[config.mk]
export PLATFORM = sky130hd
export DESIGN_NAME = poepd_ctrl
export DESIGN_NICKNAME = d
export VERILOG_FILES = /design/src/logic/poepd_pkg.sv /design/src/logic/poepd_flag_if.sv /design/src/logic/poepd_ctrl.sv /design/src/logic/poepd_flag_latch.sv
export SDC_FILE = /design/constraint.sdc
export NUM_CORES = 1
export LEC_CHECK = 0
export BUFFER_PORTS_ARGS = -buffer_cell sky130_fd_sc_hd__buf_4
export CORE_AREA = 8 8 80 100
export DETAILED_ROUTE_END_ITERATION = 10
export DIE_AREA = 0 0 88 108
export PLACE_DENSITY = 0.94
export SLEW_MARGIN = 20
export SYNTH_ARGS = -nofsm -noshare
export SYNTH_HDL_FRONTEND = slang
export SYNTH_SLANG_ARGS = --single-unit
[constraint.sdc]
create_clock -name pclk -period 5.5 [get_ports pclk]
set_input_delay 1.1 -clock pclk [delete_from_list [all_inputs] [get_ports pclk]]
set_output_delay 1.1 -clock pclk [all_outputs]
set_load 0.01 [all_outputs]
[src/logic/poepd_pkg.sv]
package poepd_pkg;

	// clock and timing
	localparam int CLK_HZ = 40_000_000;
	localparam int FLAG_DELAY_MS = 80;
	// least time, exact at this rate
	localparam int FLAG_DELAY_CYCLES = FLAG_DELAY_MS * (CLK_HZ / 1000);

	// apb map (byte addresses)
	localparam int ADDR_W = 8;
	localparam logic [7:0] CTRL_ADDR = 8'h00;
	localparam logic [7:0] STATUS_ADDR = 8'h04;
	localparam logic [7:0] IRQ_STATUS_ADDR = 8'h08;
	localparam logic [7:0] IRQ_ENABLE_ADDR = 8'h0c;
	localparam logic [7:0] IRQ_CLEAR_ADDR = 8'h10;

	// ctrl fields and reset
	localparam int CTRL_PORT_EN_BIT = 0;
	localparam logic CTRL_PORT_EN_RST = 1'b1;

	// status fields
	localparam int ST_STATE_LSB = 0;
	localparam int ST_PIN_LSB = 2;
	localparam int ST_DRIVE_LSB = 6;
	localparam int ST_VALID_BIT = 10;
	localparam int ST_COUNT_LSB = 11;
	localparam int ST_SENSE_A_BIT = 14;
	localparam int ST_SENSE_B_BIT = 15;
	localparam int ST_OVERRIDE_BIT = 16;
	localparam int ST_ABOVE_BIT = 17;

	// interrupt bits
	localparam int IRQ_W = 5;
	localparam int IRQ_TURN_ON = 0;
	localparam int IRQ_DECLARED = 1;
	localparam int IRQ_OVR_ON = 2;
	localparam int IRQ_OVR_OFF = 3;
	localparam int IRQ_BAD_COUNT = 4;
	localparam logic [4:0] IRQ_ENABLE_RST = 5'h00;

	// flag drive bits, 1 = pull pin low
	localparam int FLG_TYPE2 = 0;
	localparam int FLG_HIGH = 1;
	localparam int FLG_4P_TYPE2 = 2;
	localparam int FLG_4P_HIGH = 3;

	typedef enum logic [1:0] {
		ST_DETECT = 2'b00,
		ST_INRUSH = 2'b01,
		ST_POWERED = 2'b10,
		ST_ADAPTER = 2'b11
	} poepd_state_t;

	function automatic logic [3:0] poepd_flag_decode(input logic [2:0] cnt, input logic sa, input logic sb);
		logic [3:0] d;
		d = 4'h0;
		case (cnt)
			3'h2: d = {1'b0, sa & sb, 2'b01};
			3'h3: d = {1'b0, sa & sb, 2'b11};
			3'h4: d = 4'h7;
			3'h6: d = 4'hf;
			default: d = 4'h0;
		endcase
		return d;
	endfunction : poepd_flag_decode

	function automatic logic poepd_count_bad(input logic [2:0] cnt);
		return (cnt == 3'h0) || (cnt == 3'h5) || (cnt == 3'h7);
	endfunction : poepd_count_bad

endpackage : poepd_pkg

[src/logic/poepd_flag_if.sv]
`timescale 1ns/1ps
interface poepd_flag_if;
	logic turn_on;
	logic rearm;
	logic [2:0] class_count;
	logic sense_a;
	logic sense_b;
	logic [3:0] drive;
	logic valid;

	modport ctl (output turn_on, output rearm, output class_count, output sense_a, output sense_b,
		input drive, input valid);
	modport lat (input turn_on, input rearm, input class_count, input sense_a, input sense_b,
		output drive, output valid);
endinterface : poepd_flag_if

[src/logic/poepd_ctrl.sv]
`timescale 1ns/1ps
module poepd_ctrl #(
	parameter int FLAG_DELAY_CYCLES = poepd_pkg::FLAG_DELAY_CYCLES
) (
	// clock and reset
	input wire logic pclk,
	input wire logic presetn,
	// apb slave
	input wire logic psel,
	input wire logic penable,
	input wire logic pwrite,
	input wire logic [poepd_pkg::ADDR_W-1:0] paddr,
	input wire logic [31:0] pwdata,
	output logic [31:0] prdata,
	output logic pready,
	output logic pslverr,
	// analog front end
	input wire logic above_turn_on_lockout_threshold,
	input wire logic [2:0] class_event_count,
	input wire logic pair_set_a_sense,
	input wire logic pair_set_b_sense,
	input wire logic adapter_override_in,
	// power path
	output logic isolation_switch_on,
	output logic aux_supply_on,
	output logic detect_class_enable,
	// open-drain flags
	input wire logic type2_power_flag_n_in,
	output logic type2_power_flag_n_out,
	output logic type2_power_flag_n_oe,
	input wire logic high_power_flag_n_in,
	output logic high_power_flag_n_out,
	output logic high_power_flag_n_oe,
	input wire logic four_pair_type2_flag_n_in,
	output logic four_pair_type2_flag_n_out,
	output logic four_pair_type2_flag_n_oe,
	input wire logic four_pair_high_power_flag_n_in,
	output logic four_pair_high_power_flag_n_out,
	output logic four_pair_high_power_flag_n_oe,
	// interrupt
	output logic irq
);
	generate
		if (FLAG_DELAY_CYCLES < 2)
		begin : g_bad
			$error("poepd_ctrl: FLAG_DELAY_CYCLES must be at least 2");
		end
	endgenerate

	typedef struct packed {
		poepd_pkg::poepd_state_t st;
		logic above_q;
		logic ovr_q;
		logic port_en;
		logic [poepd_pkg::IRQ_W-1:0] irq_stat;
		logic [poepd_pkg::IRQ_W-1:0] irq_en;
		logic [31:0] rdata;
		logic slverr;
		logic [3:0] oe;
		logic iso;
		logic aux;
		logic det;
	} poepd_main_t;

	poepd_main_t r, nx;
	poepd_flag_if fl ();

	poepd_flag_latch #(
		.DELAY_CYCLES(FLAG_DELAY_CYCLES)
	) u_latch (
		.pclk(pclk),
		.presetn(presetn),
		.fl(fl.lat)
	);

	logic setup_ph;
	logic access_ph;
	logic turn_on;
	logic rearm;
	logic [poepd_pkg::IRQ_W-1:0] ev;
	logic [3:0] pins;

	assign setup_ph = psel && !penable;
	assign access_ph = psel && penable;
	assign pins = {four_pair_high_power_flag_n_in, four_pair_type2_flag_n_in, high_power_flag_n_in,
		type2_power_flag_n_in};

	function automatic logic addr_known(input logic [poepd_pkg::ADDR_W-1:0] a);
		return a == poepd_pkg::CTRL_ADDR || a == poepd_pkg::STATUS_ADDR || a == poepd_pkg::IRQ_STATUS_ADDR
			|| a == poepd_pkg::IRQ_ENABLE_ADDR || a == poepd_pkg::IRQ_CLEAR_ADDR;
	endfunction : addr_known

	always_comb
	begin
		nx = r;
		turn_on = 1'b0;
		rearm = 1'b0;
		ev = '0;
		nx.above_q = above_turn_on_lockout_threshold;
		nx.ovr_q = adapter_override_in;

		// power sequencing; the override outranks everything
		if (adapter_override_in)
		begin
			nx.st = poepd_pkg::ST_ADAPTER;
		end
		else
		begin
			case (r.st)
				poepd_pkg::ST_DETECT:
				begin
					// a threshold already high after the override ends needs a fresh crossing
					if (r.port_en && above_turn_on_lockout_threshold && !r.above_q)
					begin
						nx.st = poepd_pkg::ST_INRUSH;
						turn_on = 1'b1;
					end
				end
				poepd_pkg::ST_INRUSH:
				begin
					if (!above_turn_on_lockout_threshold)
					begin
						nx.st = poepd_pkg::ST_DETECT;
						rearm = 1'b1;
					end
					else if (fl.valid)
					begin
						nx.st = poepd_pkg::ST_POWERED;
					end
				end
				poepd_pkg::ST_POWERED:
				begin
					if (!above_turn_on_lockout_threshold)
					begin
						nx.st = poepd_pkg::ST_DETECT;
						rearm = 1'b1;
					end
				end
				poepd_pkg::ST_ADAPTER:
				begin
					nx.st = poepd_pkg::ST_DETECT;
					rearm = 1'b1;
				end
				default:
				begin
					nx.st = poepd_pkg::ST_DETECT;
					rearm = 1'b1;
				end
			endcase
		end

		// outputs follow the next state so they change with it
		nx.iso = (nx.st == poepd_pkg::ST_INRUSH) || (nx.st == poepd_pkg::ST_POWERED);
		nx.aux = nx.st != poepd_pkg::ST_DETECT;
		nx.det = (nx.st == poepd_pkg::ST_DETECT) && r.port_en && !adapter_override_in;
		if (nx.st == poepd_pkg::ST_ADAPTER)
		begin
			nx.oe = 4'hf;
		end
		else if (nx.st == poepd_pkg::ST_POWERED)
		begin
			nx.oe = fl.drive;
		end
		else
		begin
			// flags stay open until the post-inrush delay ends
			nx.oe = 4'h0;
		end

		// events
		ev[poepd_pkg::IRQ_TURN_ON] = turn_on;
		ev[poepd_pkg::IRQ_DECLARED] = (r.st == poepd_pkg::ST_INRUSH) && (nx.st == poepd_pkg::ST_POWERED);
		ev[poepd_pkg::IRQ_OVR_ON] = adapter_override_in && !r.ovr_q;
		ev[poepd_pkg::IRQ_OVR_OFF] = !adapter_override_in && r.ovr_q;
		ev[poepd_pkg::IRQ_BAD_COUNT] = turn_on && poepd_pkg::poepd_count_bad(class_event_count);

		// apb: data prepared in setup, answered in access
		if (setup_ph)
		begin
			nx.slverr = !addr_known(paddr);
			nx.rdata = '0;
			if (!pwrite)
			begin
				case (paddr)
					poepd_pkg::CTRL_ADDR: nx.rdata[poepd_pkg::CTRL_PORT_EN_BIT] = r.port_en;
					poepd_pkg::STATUS_ADDR:
					begin
						nx.rdata[poepd_pkg::ST_STATE_LSB +: 2] = r.st;
						nx.rdata[poepd_pkg::ST_PIN_LSB +: 4] = pins;
						nx.rdata[poepd_pkg::ST_DRIVE_LSB +: 4] = fl.drive;
						nx.rdata[poepd_pkg::ST_VALID_BIT] = fl.valid;
						nx.rdata[poepd_pkg::ST_COUNT_LSB +: 3] = class_event_count;
						nx.rdata[poepd_pkg::ST_SENSE_A_BIT] = pair_set_a_sense;
						nx.rdata[poepd_pkg::ST_SENSE_B_BIT] = pair_set_b_sense;
						nx.rdata[poepd_pkg::ST_OVERRIDE_BIT] = adapter_override_in;
						nx.rdata[poepd_pkg::ST_ABOVE_BIT] = above_turn_on_lockout_threshold;
					end
					poepd_pkg::IRQ_STATUS_ADDR: nx.rdata[poepd_pkg::IRQ_W-1:0] = r.irq_stat;
					poepd_pkg::IRQ_ENABLE_ADDR: nx.rdata[poepd_pkg::IRQ_W-1:0] = r.irq_en;
					default: nx.rdata = '0;
				endcase
			end
		end

		if (access_ph && pwrite)
		begin
			case (paddr)
				poepd_pkg::CTRL_ADDR: nx.port_en = pwdata[poepd_pkg::CTRL_PORT_EN_BIT];
				poepd_pkg::IRQ_ENABLE_ADDR: nx.irq_en = pwdata[poepd_pkg::IRQ_W-1:0];
				poepd_pkg::IRQ_CLEAR_ADDR: nx.irq_stat = r.irq_stat & ~pwdata[poepd_pkg::IRQ_W-1:0];
				default: nx.irq_en = r.irq_en;
			endcase
		end
		// a new event beats a clear in the same cycle
		nx.irq_stat = nx.irq_stat | ev;
	end

	always_ff @(posedge pclk or negedge presetn)
	begin
		if (!presetn)
		begin
			r <= '{st: poepd_pkg::ST_DETECT, above_q: 1'b0, ovr_q: 1'b0, port_en: poepd_pkg::CTRL_PORT_EN_RST,
				irq_stat: '0, irq_en: poepd_pkg::IRQ_ENABLE_RST, rdata: '0, slverr: 1'b0, oe: 4'h0,
				iso: 1'b0, aux: 1'b0, det: 1'b0};
		end
		else
		begin
			r <= nx;
		end
	end

	assign fl.turn_on = turn_on;
	assign fl.rearm = rearm;
	assign fl.class_count = class_event_count;
	assign fl.sense_a = pair_set_a_sense;
	assign fl.sense_b = pair_set_b_sense;

	assign prdata = r.rdata;
	assign pready = access_ph;
	assign pslverr = access_ph && r.slverr;
	assign isolation_switch_on = r.iso;
	assign aux_supply_on = r.aux;
	assign detect_class_enable = r.det;
	// open drain: only ever pulls low
	assign type2_power_flag_n_out = 1'b0;
	assign high_power_flag_n_out = 1'b0;
	assign four_pair_type2_flag_n_out = 1'b0;
	assign four_pair_high_power_flag_n_out = 1'b0;
	assign type2_power_flag_n_oe = r.oe[poepd_pkg::FLG_TYPE2];
	assign high_power_flag_n_oe = r.oe[poepd_pkg::FLG_HIGH];
	assign four_pair_type2_flag_n_oe = r.oe[poepd_pkg::FLG_4P_TYPE2];
	assign four_pair_high_power_flag_n_oe = r.oe[poepd_pkg::FLG_4P_HIGH];
	assign irq = |(r.irq_stat & r.irq_en);

	property p_normal;
		@(posedge pclk) disable iff (!presetn)
		(!adapter_override_in && r.st == poepd_pkg::ST_DETECT && r.port_en && !turn_on) |=> detect_class_enable;
	endproperty
	a_normal: assert property (p_normal) else $error("detection not running in normal mode");

	property p_iso_off;
		@(posedge pclk) disable iff (!presetn)
		adapter_override_in |=> !isolation_switch_on;
	endproperty
	a_iso_off: assert property (p_iso_off) else $error("isolation switch on under override");

	property p_flags_low;
		@(posedge pclk) disable iff (!presetn)
		adapter_override_in |=> (type2_power_flag_n_oe && high_power_flag_n_oe && four_pair_type2_flag_n_oe
			&& four_pair_high_power_flag_n_oe);
	endproperty
	a_flags_low: assert property (p_flags_low) else $error("flags not all low under override");

	property p_aux_on;
		@(posedge pclk) disable iff (!presetn)
		adapter_override_in [*2] |-> aux_supply_on;
	endproperty
	a_aux_on: assert property (p_aux_on) else $error("aux supply off under override");

	property p_no_detect;
		@(posedge pclk) disable iff (!presetn)
		adapter_override_in |=> !detect_class_enable && !fl.turn_on;
	endproperty
	a_no_detect: assert property (p_no_detect) else $error("detection enabled under override");

	property p_inrush;
		@(posedge pclk) disable iff (!presetn)
		fl.turn_on |=> isolation_switch_on && $past(above_turn_on_lockout_threshold) && !$past(r.above_q);
	endproperty
	a_inrush: assert property (p_inrush) else $error("inrush not started on threshold crossing");

	property p_open_early;
		@(posedge pclk) disable iff (!presetn)
		(r.st == poepd_pkg::ST_INRUSH && !fl.valid && !adapter_override_in) |=> (r.oe == 4'h0);
	endproperty
	a_open_early: assert property (p_open_early) else $error("flags declared before delay");

	property p_show;
		@(posedge pclk) disable iff (!presetn)
		(r.st == poepd_pkg::ST_POWERED) |-> (r.oe == fl.drive);
	endproperty
	a_show: assert property (p_show) else $error("flag pins differ from latched value");

	property p_release;
		@(posedge pclk) disable iff (!presetn)
		(r.st == poepd_pkg::ST_ADAPTER && !adapter_override_in)
			|=> (r.st == poepd_pkg::ST_DETECT) && !isolation_switch_on && (r.oe == 4'h0) && !fl.valid;
	endproperty
	a_release: assert property (p_release) else $error("override release did not return to detection");

	property p_powered_stays;
		@(posedge pclk) disable iff (!presetn)
		(r.st == poepd_pkg::ST_POWERED && !adapter_override_in && above_turn_on_lockout_threshold)
			|=> isolation_switch_on && !detect_class_enable;
	endproperty
	a_powered_stays: assert property (p_powered_stays) else $error("powered state left without cause");

	property p_wait_valid;
		@(posedge pclk) disable iff (!presetn)
		(r.st == poepd_pkg::ST_INRUSH && !fl.valid) |=> (r.st != poepd_pkg::ST_POWERED);
	endproperty
	a_wait_valid: assert property (p_wait_valid) else $error("powered before flag delay ended");

	property p_single_turn_on;
		@(posedge pclk) disable iff (!presetn)
		(r.st != poepd_pkg::ST_DETECT) |-> !turn_on;
	endproperty
	a_single_turn_on: assert property (p_single_turn_on) else $error("second turn-on without power loss");

	// the turn-on event must survive a clear written in the same cycle
	property p_event_sticky;
		@(posedge pclk) disable iff (!presetn)
		turn_on |=> r.irq_stat[poepd_pkg::IRQ_TURN_ON];
	endproperty
	a_event_sticky: assert property (p_event_sticky) else $error("turn-on event lost");

	c_turn_on: cover property (@(posedge pclk) disable iff (!presetn) fl.turn_on);
	c_override: cover property (@(posedge pclk) disable iff (!presetn) $rose(adapter_override_in));
	c_irq: cover property (@(posedge pclk) disable iff (!presetn) $rose(irq));
endmodule : poepd_ctrl

[src/logic/poepd_flag_latch.sv]
`timescale 1ns/1ps
module poepd_flag_latch #(
	parameter int DELAY_CYCLES = poepd_pkg::FLAG_DELAY_CYCLES
) (
	// clock and reset
	input wire logic pclk,
	input wire logic presetn,
	// link to controller
	poepd_flag_if.lat fl
);
	localparam int CW = $clog2(DELAY_CYCLES + 1);

	generate
		if (DELAY_CYCLES < 2)
		begin : g_bad
			$error("poepd_flag_latch: DELAY_CYCLES must be at least 2");
		end
	endgenerate

	typedef struct packed {
		logic [CW-1:0] cnt;
		logic [3:0] drive;
		logic armed;
		logic valid;
	} poepd_lat_t;

	poepd_lat_t r, nx;

	always_comb
	begin
		nx = r;
		if (fl.rearm)
		begin
			nx = '0;
		end
		else if (fl.turn_on)
		begin
			// captured once; sense pins are not looked at again
			nx.drive = poepd_pkg::poepd_flag_decode(fl.class_count, fl.sense_a, fl.sense_b);
			nx.cnt = '0;
			nx.armed = 1'b1;
			nx.valid = 1'b0;
		end
		else if (r.armed && !r.valid)
		begin
			nx.cnt = r.cnt + CW'(1);
			if (r.cnt == CW'(DELAY_CYCLES - 1))
			begin
				nx.valid = 1'b1;
			end
		end
	end

	always_ff @(posedge pclk or negedge presetn)
	begin
		if (!presetn)
		begin
			r <= '0;
		end
		else
		begin
			r <= nx;
		end
	end

	assign fl.drive = r.drive;
	assign fl.valid = r.valid;

	property p_capture;
		@(posedge pclk) disable iff (!presetn)
		(fl.turn_on && !fl.rearm) |=> (fl.drive == poepd_pkg::poepd_flag_decode($past(fl.class_count),
			$past(fl.sense_a), $past(fl.sense_b))) && !fl.valid;
	endproperty
	a_capture: assert property (p_capture) else $error("flags not captured at turn-on");

	property p_hold;
		@(posedge pclk) disable iff (!presetn)
		(fl.valid && !fl.turn_on && !fl.rearm) |=> $stable(fl.drive) && fl.valid;
	endproperty
	a_hold: assert property (p_hold) else $error("latched flags changed");

	property p_delay;
		@(posedge pclk) disable iff (!presetn)
		$rose(fl.valid) |-> $past(r.cnt) == CW'(DELAY_CYCLES - 1);
	endproperty
	a_delay: assert property (p_delay) else $error("flags declared at wrong time");

	property p_once;
		@(posedge pclk) disable iff (!presetn)
		(!fl.turn_on && !fl.rearm) |=> $stable(fl.drive);
	endproperty
	a_once: assert property (p_once) else $error("flags changed without turn-on");

	c_declared: cover property (@(posedge pclk) disable iff (!presetn) $rose(fl.valid));
	c_six: cover property (@(posedge pclk) disable iff (!presetn) fl.turn_on && fl.class_count == 3'h6);
endmodule : poepd_flag_latch

Yosys cells after proc, flatten, opt, wreduce, memory -nomap -nowiden
Cells that the tools add are included.
- bits in writable memories: 0
- latch bits: 0
- output and inout bits: 46
- bits in registers: 83
- logic and storage cells: 107
- bits in read-only memories: 0
- memories kept: 0
- input port bits: 56
- div/mod/pow operators: 0
- add/subtract/negate cells: 1
- muxes and demuxes: 29
- reduce and logical (&&, ||, !) cells: 39
- shift operators: 0
- equal/unequal tests: 17
- magnitude comparators: 0
- bitwise logic cells: 5
- $mul: 0
- operators with widths (operator ; count):
    $mux 22 ; 2
    $mux 28 ; 1
    $add 22x1->22 const B ; 1
    $eq 22x22->1 const B ; 1
    $mux 18 ; 1
    $eq 8x4->1 const B ; 2
    $pmux 4 s4 ; 1
    $mux 5 ; 3
    $logic_and 1x1->1 ; 13
    $mux 13 ; 1
    $eq 3x3->1 const B ; 4
    $pmux 4 s3 ; 1
    $and 5x5->5 ; 2
    $mux 10 ; 1
    $mux 2 ; 5
    $eq 2x2->1 const B ; 4
    $eq 8x3->1 const B ; 1
    $eq 8x5->1 const B ; 1
    $logic_not 8->1 ; 1
    $mux 1 ; 8
    $mux 4 ; 2
    $pmux 2 s4 ; 1
    $logic_or 1x1->1 ; 7
    $eq 3x2->1 const B ; 2
    14 further kinds ; 25

Longest topological paths before layout
- depth in word-level cells: 8
- gate-level depth with buffers: 9
- mapped depth without buffers: 9

Modules after synthesis
Synthesis repeated with hierarchy kept, for this count alone.
- cells, all modules: 353
- area total of the unflattened synthesis: 3612.2 µm²
- modules (own cells, without submodules) (module ; cells each ; area an instance (µm²) ; sequential area each (µm²) ; instances):
    poepd_ctrl ; 192 ; 2135.8 ; 1027.2 ; 1
    poepd_flag_latch ; 161 ; 1476.4 ; 700.7 ; 1

Worst setup path before layout
OpenSTA, ideal clock, no wires.
- kind: input to register
- start point: in paddr[1] (netlist name)
- end point: reg r[40] (netlist name)
- slack: 2.993 ns
- stages: 4
- arrival time: 2.382 ns
- cells stage by stage: nor3_1 nand3b_1 nor3_1 mux2_2
- longest elaborated chain between the ends: 2
- ends and longest elaborated chain (item ; line ; source):
    start: declaration ; poepd_ctrl.sv:12 ; input wire logic [poepd_pkg::ADDR_W-1:0] paddr,
    $eq 8x4->1 ; poepd_ctrl.sv:207 ; case (paddr)
    $reduce_and 2->1 (no line) ; -- ;
    end signal: assignment ; poepd_ctrl.sv:222 ; r <= '{st: poepd_pkg::ST_DETECT, above_q: 1'b0, ovr_q: 1'b0, port_en: poepd_pkg::CTRL_PORT_EN_RST,
    end signal: assignment ; poepd_ctrl.sv:228 ; r <= nx;
    end: declaration ; poepd_ctrl.sv:65 ; poepd_main_t r, nx;
Every way passes these cells.
A chain may end at the register's enable or synchronous reset.

Worst setup path in the final report
- start point: in paddr[1] (netlist name)
- end point: reg r[44] (netlist name)
The elaborated chain is that of the path after synthesis.

==> flow_summary.json <==
{
  "cts_buffers": 9,
  "grt_pass1_vias": 2799,
  "ys.flop_type": "dfrtp_1",
  "hold_class": "reg -> reg",
  "maxSlewHeadroom_pct": 41.65,
  "cts_root_buf": "clkbuf_8",
  "hold_viol_final": 0,
  "yosysTopAreaCellShare_pct": 48.45,
  "drive_gt1_share_pct": 23.39,
  "drc": 0,
  "p_total_uw": 1004,
  "maxCapViolCount": 0,
  "grtUsageTotal_pct": 17.97,
  "synthDistinctLibCells": 47,
  "wire_per_inst_um": 17.29,
  "hp-start": "prdata[0]$_DFFE_PN0P_",
  "grt_pass1_wl_mm": 13.30,
  "ios": 102,
  "critPathLaunch": "paddr[1]",
  "initial_core_util_pct": 54.88,
  "fp-row-count": 33,
  "slew_violations": 0,
  "drt-initial-drc-count": 147,
  "max-vdd-ir-drop_mv": 0.1227,
  "required_ns": 5.74,
  "die_x_um": 88,
  "gp_congestion": 0.8433,
  "syn-cell-area_mm2": 0.003512,
  "dieArea_mm2": 0.009504,
  "clock_sinks": 69,
  "grt_max_degree": 70,
  "pwr_density_cell_mw_per_mm2": 252.4,
  "syn_inst": 347,
  "regToRegStartpoint": "r[54]$_DFF_PN0_",
  "path_max_fanout": 5,
  "antenna_found_initial": 0,
  "synth_area_leaders": "dfrtp_1 48%, buf_4 7.7%, nand2_1 3.6%",
  "hold_ws_ns": 0.4791,
  "startpoint_type": "input port",
  "grt-ovfl-total": 0,
  "core_area_mm2": 0.006400,
  "syn_to_final_growth_pct": 13.25,
  "htree_levels": 3,
  "period_needed_ns": 2.703,
  "synth_commonest_cells": "68 x dfrtp_1, 36 x buf_4, 34 x nand2_1",
  "synth_edf_count": 0,
  "clock_path_buffers": 2,
  "synth_top_area_cell": "dfrtp_1",
  "synth.most_common_cell": "dfrtp_1",
  "critPathKind": "in -> reg",
  "fin_crit_sh_pct": 49.14,
  "portBuffers": 56,
  "clk_pin_slew_ns": 0.08,
  "skew_ns": 0.01312,
  "detail-route-antenna-nets": 0,
  "fin_util_pct": 62.15,
  "leakagePower_uw": 0.001868,
  "finalSetupViolCount": 0,
  "antenna_cells": 0,
  "cts_resized": 0,
  "status": "finished clean",
  "dpl.hpwl_mm": 5.728,
  "arrival_ns": 2.94,
  "synth_warnings": 0,
  "synthArstFlopShare_pct": 100.0,
  "tightest_slew_ns": 0.8753,
  "post_cts_buffers": 0,
  "final.setup.tns_ns": 0,
  "end_kind": "flop",
  "fmax_mhz": 370.0,
  "vias_per_cell": 5.622,
  "wl_mm": 8.232,
  "regArea_mm2": 0.001728,
  "hold_buffers": 0,
  "fillCellCount": 493,
  "synth.avg_cell_area_um2": 10.12,
  "insertion_delay_ns": 0.36,
  "multi_input_area_mm2": 0.001505,
  "nNetsFinal": 448,
  "first_pass_iters": 4,
  "rsz0062_at_grt": "false",
  "finalInstanceArea_mm2": 0.003978,
  "vias": 2676,
  "synth.ff_latch_count": 69,
  "cts_tree": "yes",
  "yosysSeqAreaShare_pct": 49.20,
  "chipHeight_um": 108,
  "placed_area_mm2": 0.003795
}
-- worst max-delay path, stage by stage --
cell and delay (ns):
buf_4 0.11, nor3_1 0.33, nand3b_1 0.27, nor3_1 0.72, mux2_2 0.42
-- where the power goes --
group          total, uW  internal [uW]  switching, uW
Clock                374            164            211
Sequential           524            517           6.45
Combinational        106           41.2           64.4
Total               1000            722            281
-- cell families (layout without fill, tap and decap cells) --
kind of cell / Yosys count / after routing / share of synthesized area, %
mux: 13 / 13 / 4.453
other cells: 1 / 18 / 0.1068
fa+ha+maj: 8 / 8 / 2.850
xor+xnor: 12 / 12 / 2.993
buf+inv: 58 / 83 / 10.19
compound gates: 69 / 69 / 12.43
flops: 69 / 69 / 49.20
simple gates: 117 / 117 / 17.78
-- area by class of cell --
class / count / share of cell area (%)
Inverter: 11 / 1.038
Clock buffer: 9 / 3.114
Tap cell: 87 / 2.737
Multi-Input combinational cell: 237 / 37.84
Clock inverter: 7 / 1.258
Sequential cell: 69 / 43.44
Timing Repair Buffer: 56 / 10.57
-- state kept, by name (all words and copies together), names as in the netlist --
signal	count
prdata	18
four_pair_high_power_flag_n_oe	1
aux_supply_on	1
u_latch.r	23
u_latch.fl.valid	1
detect_class_enable	1
isolation_switch_on	1
high_power_flag_n_oe	1
r	16
four_pair_type2_flag_n_oe	1
type2_power_flag_n_oe	1
u_latch.fl.drive	4
-- per-stage QoR --
step | setup slack, ns | instances
floorplan | 2.993 | 364
global placement | 2.421 | 460
detailed placement | 2.282 | 460
CTS | 2.687 | 476
global route | 2.622 | 476
finish | 2.797 | 476
-- path summary, 6_finish.rpt --
| kind | end | slack (ns) | depth (start not counted) |
|---|---|---|---|
| max | r[44]$_DFFE_PN0P_ | 2.80 | 5 |
| min | prdata[0]$_DFFE_PN0P_ | 0.48 | 2 |
| max reg2reg | u_latch.r[7]$_DFFE_PN0P_ | 2.84 | 6 |
| min reg2reg | prdata[0]$_DFFE_PN0P_ | 0.48 | 2 |
| max in group asynchronous | four_pair_high_power_flag_n_oe$_DFF_PN0_ | 4.10 | 1 |
| min in group asynchronous | prdata[1]$_DFFE_PN0P_ | 0.82 | 1 |
-- metal layers --
| layer | vias to the layer above | global-route usage (%) | share of wire [%] |
|---|---|---|---|
| li1 | 1242 | - | - |
| met1 | 1303 | 19.13 | 39 |
| met2 | 106 | 30.62 | 51 |
| met3 | 25 | 4.476 | 5.4 |
| met4 | 0 | 12.08 | 4.1 |
| met5 | - | 0 | 0 |
-- placed cells by master (no fill, tap or decap), drive strengths merged, types with 4 or more instances in the layout --
cell type,count
a22oi,5
xnor2,9
nor2b,7
nor2,18
or3,6
nor3,8
nor4,5
clkbuf,9
a22o,13
buf,56
nand3,11
mux2,11
o21ai,24
inv,12
ha,8
dfrtp,68
a21oi,15
conb,18
nand2,34
a21o,4
or4,5
nand4,7
(Power assumes the default switching activity.)
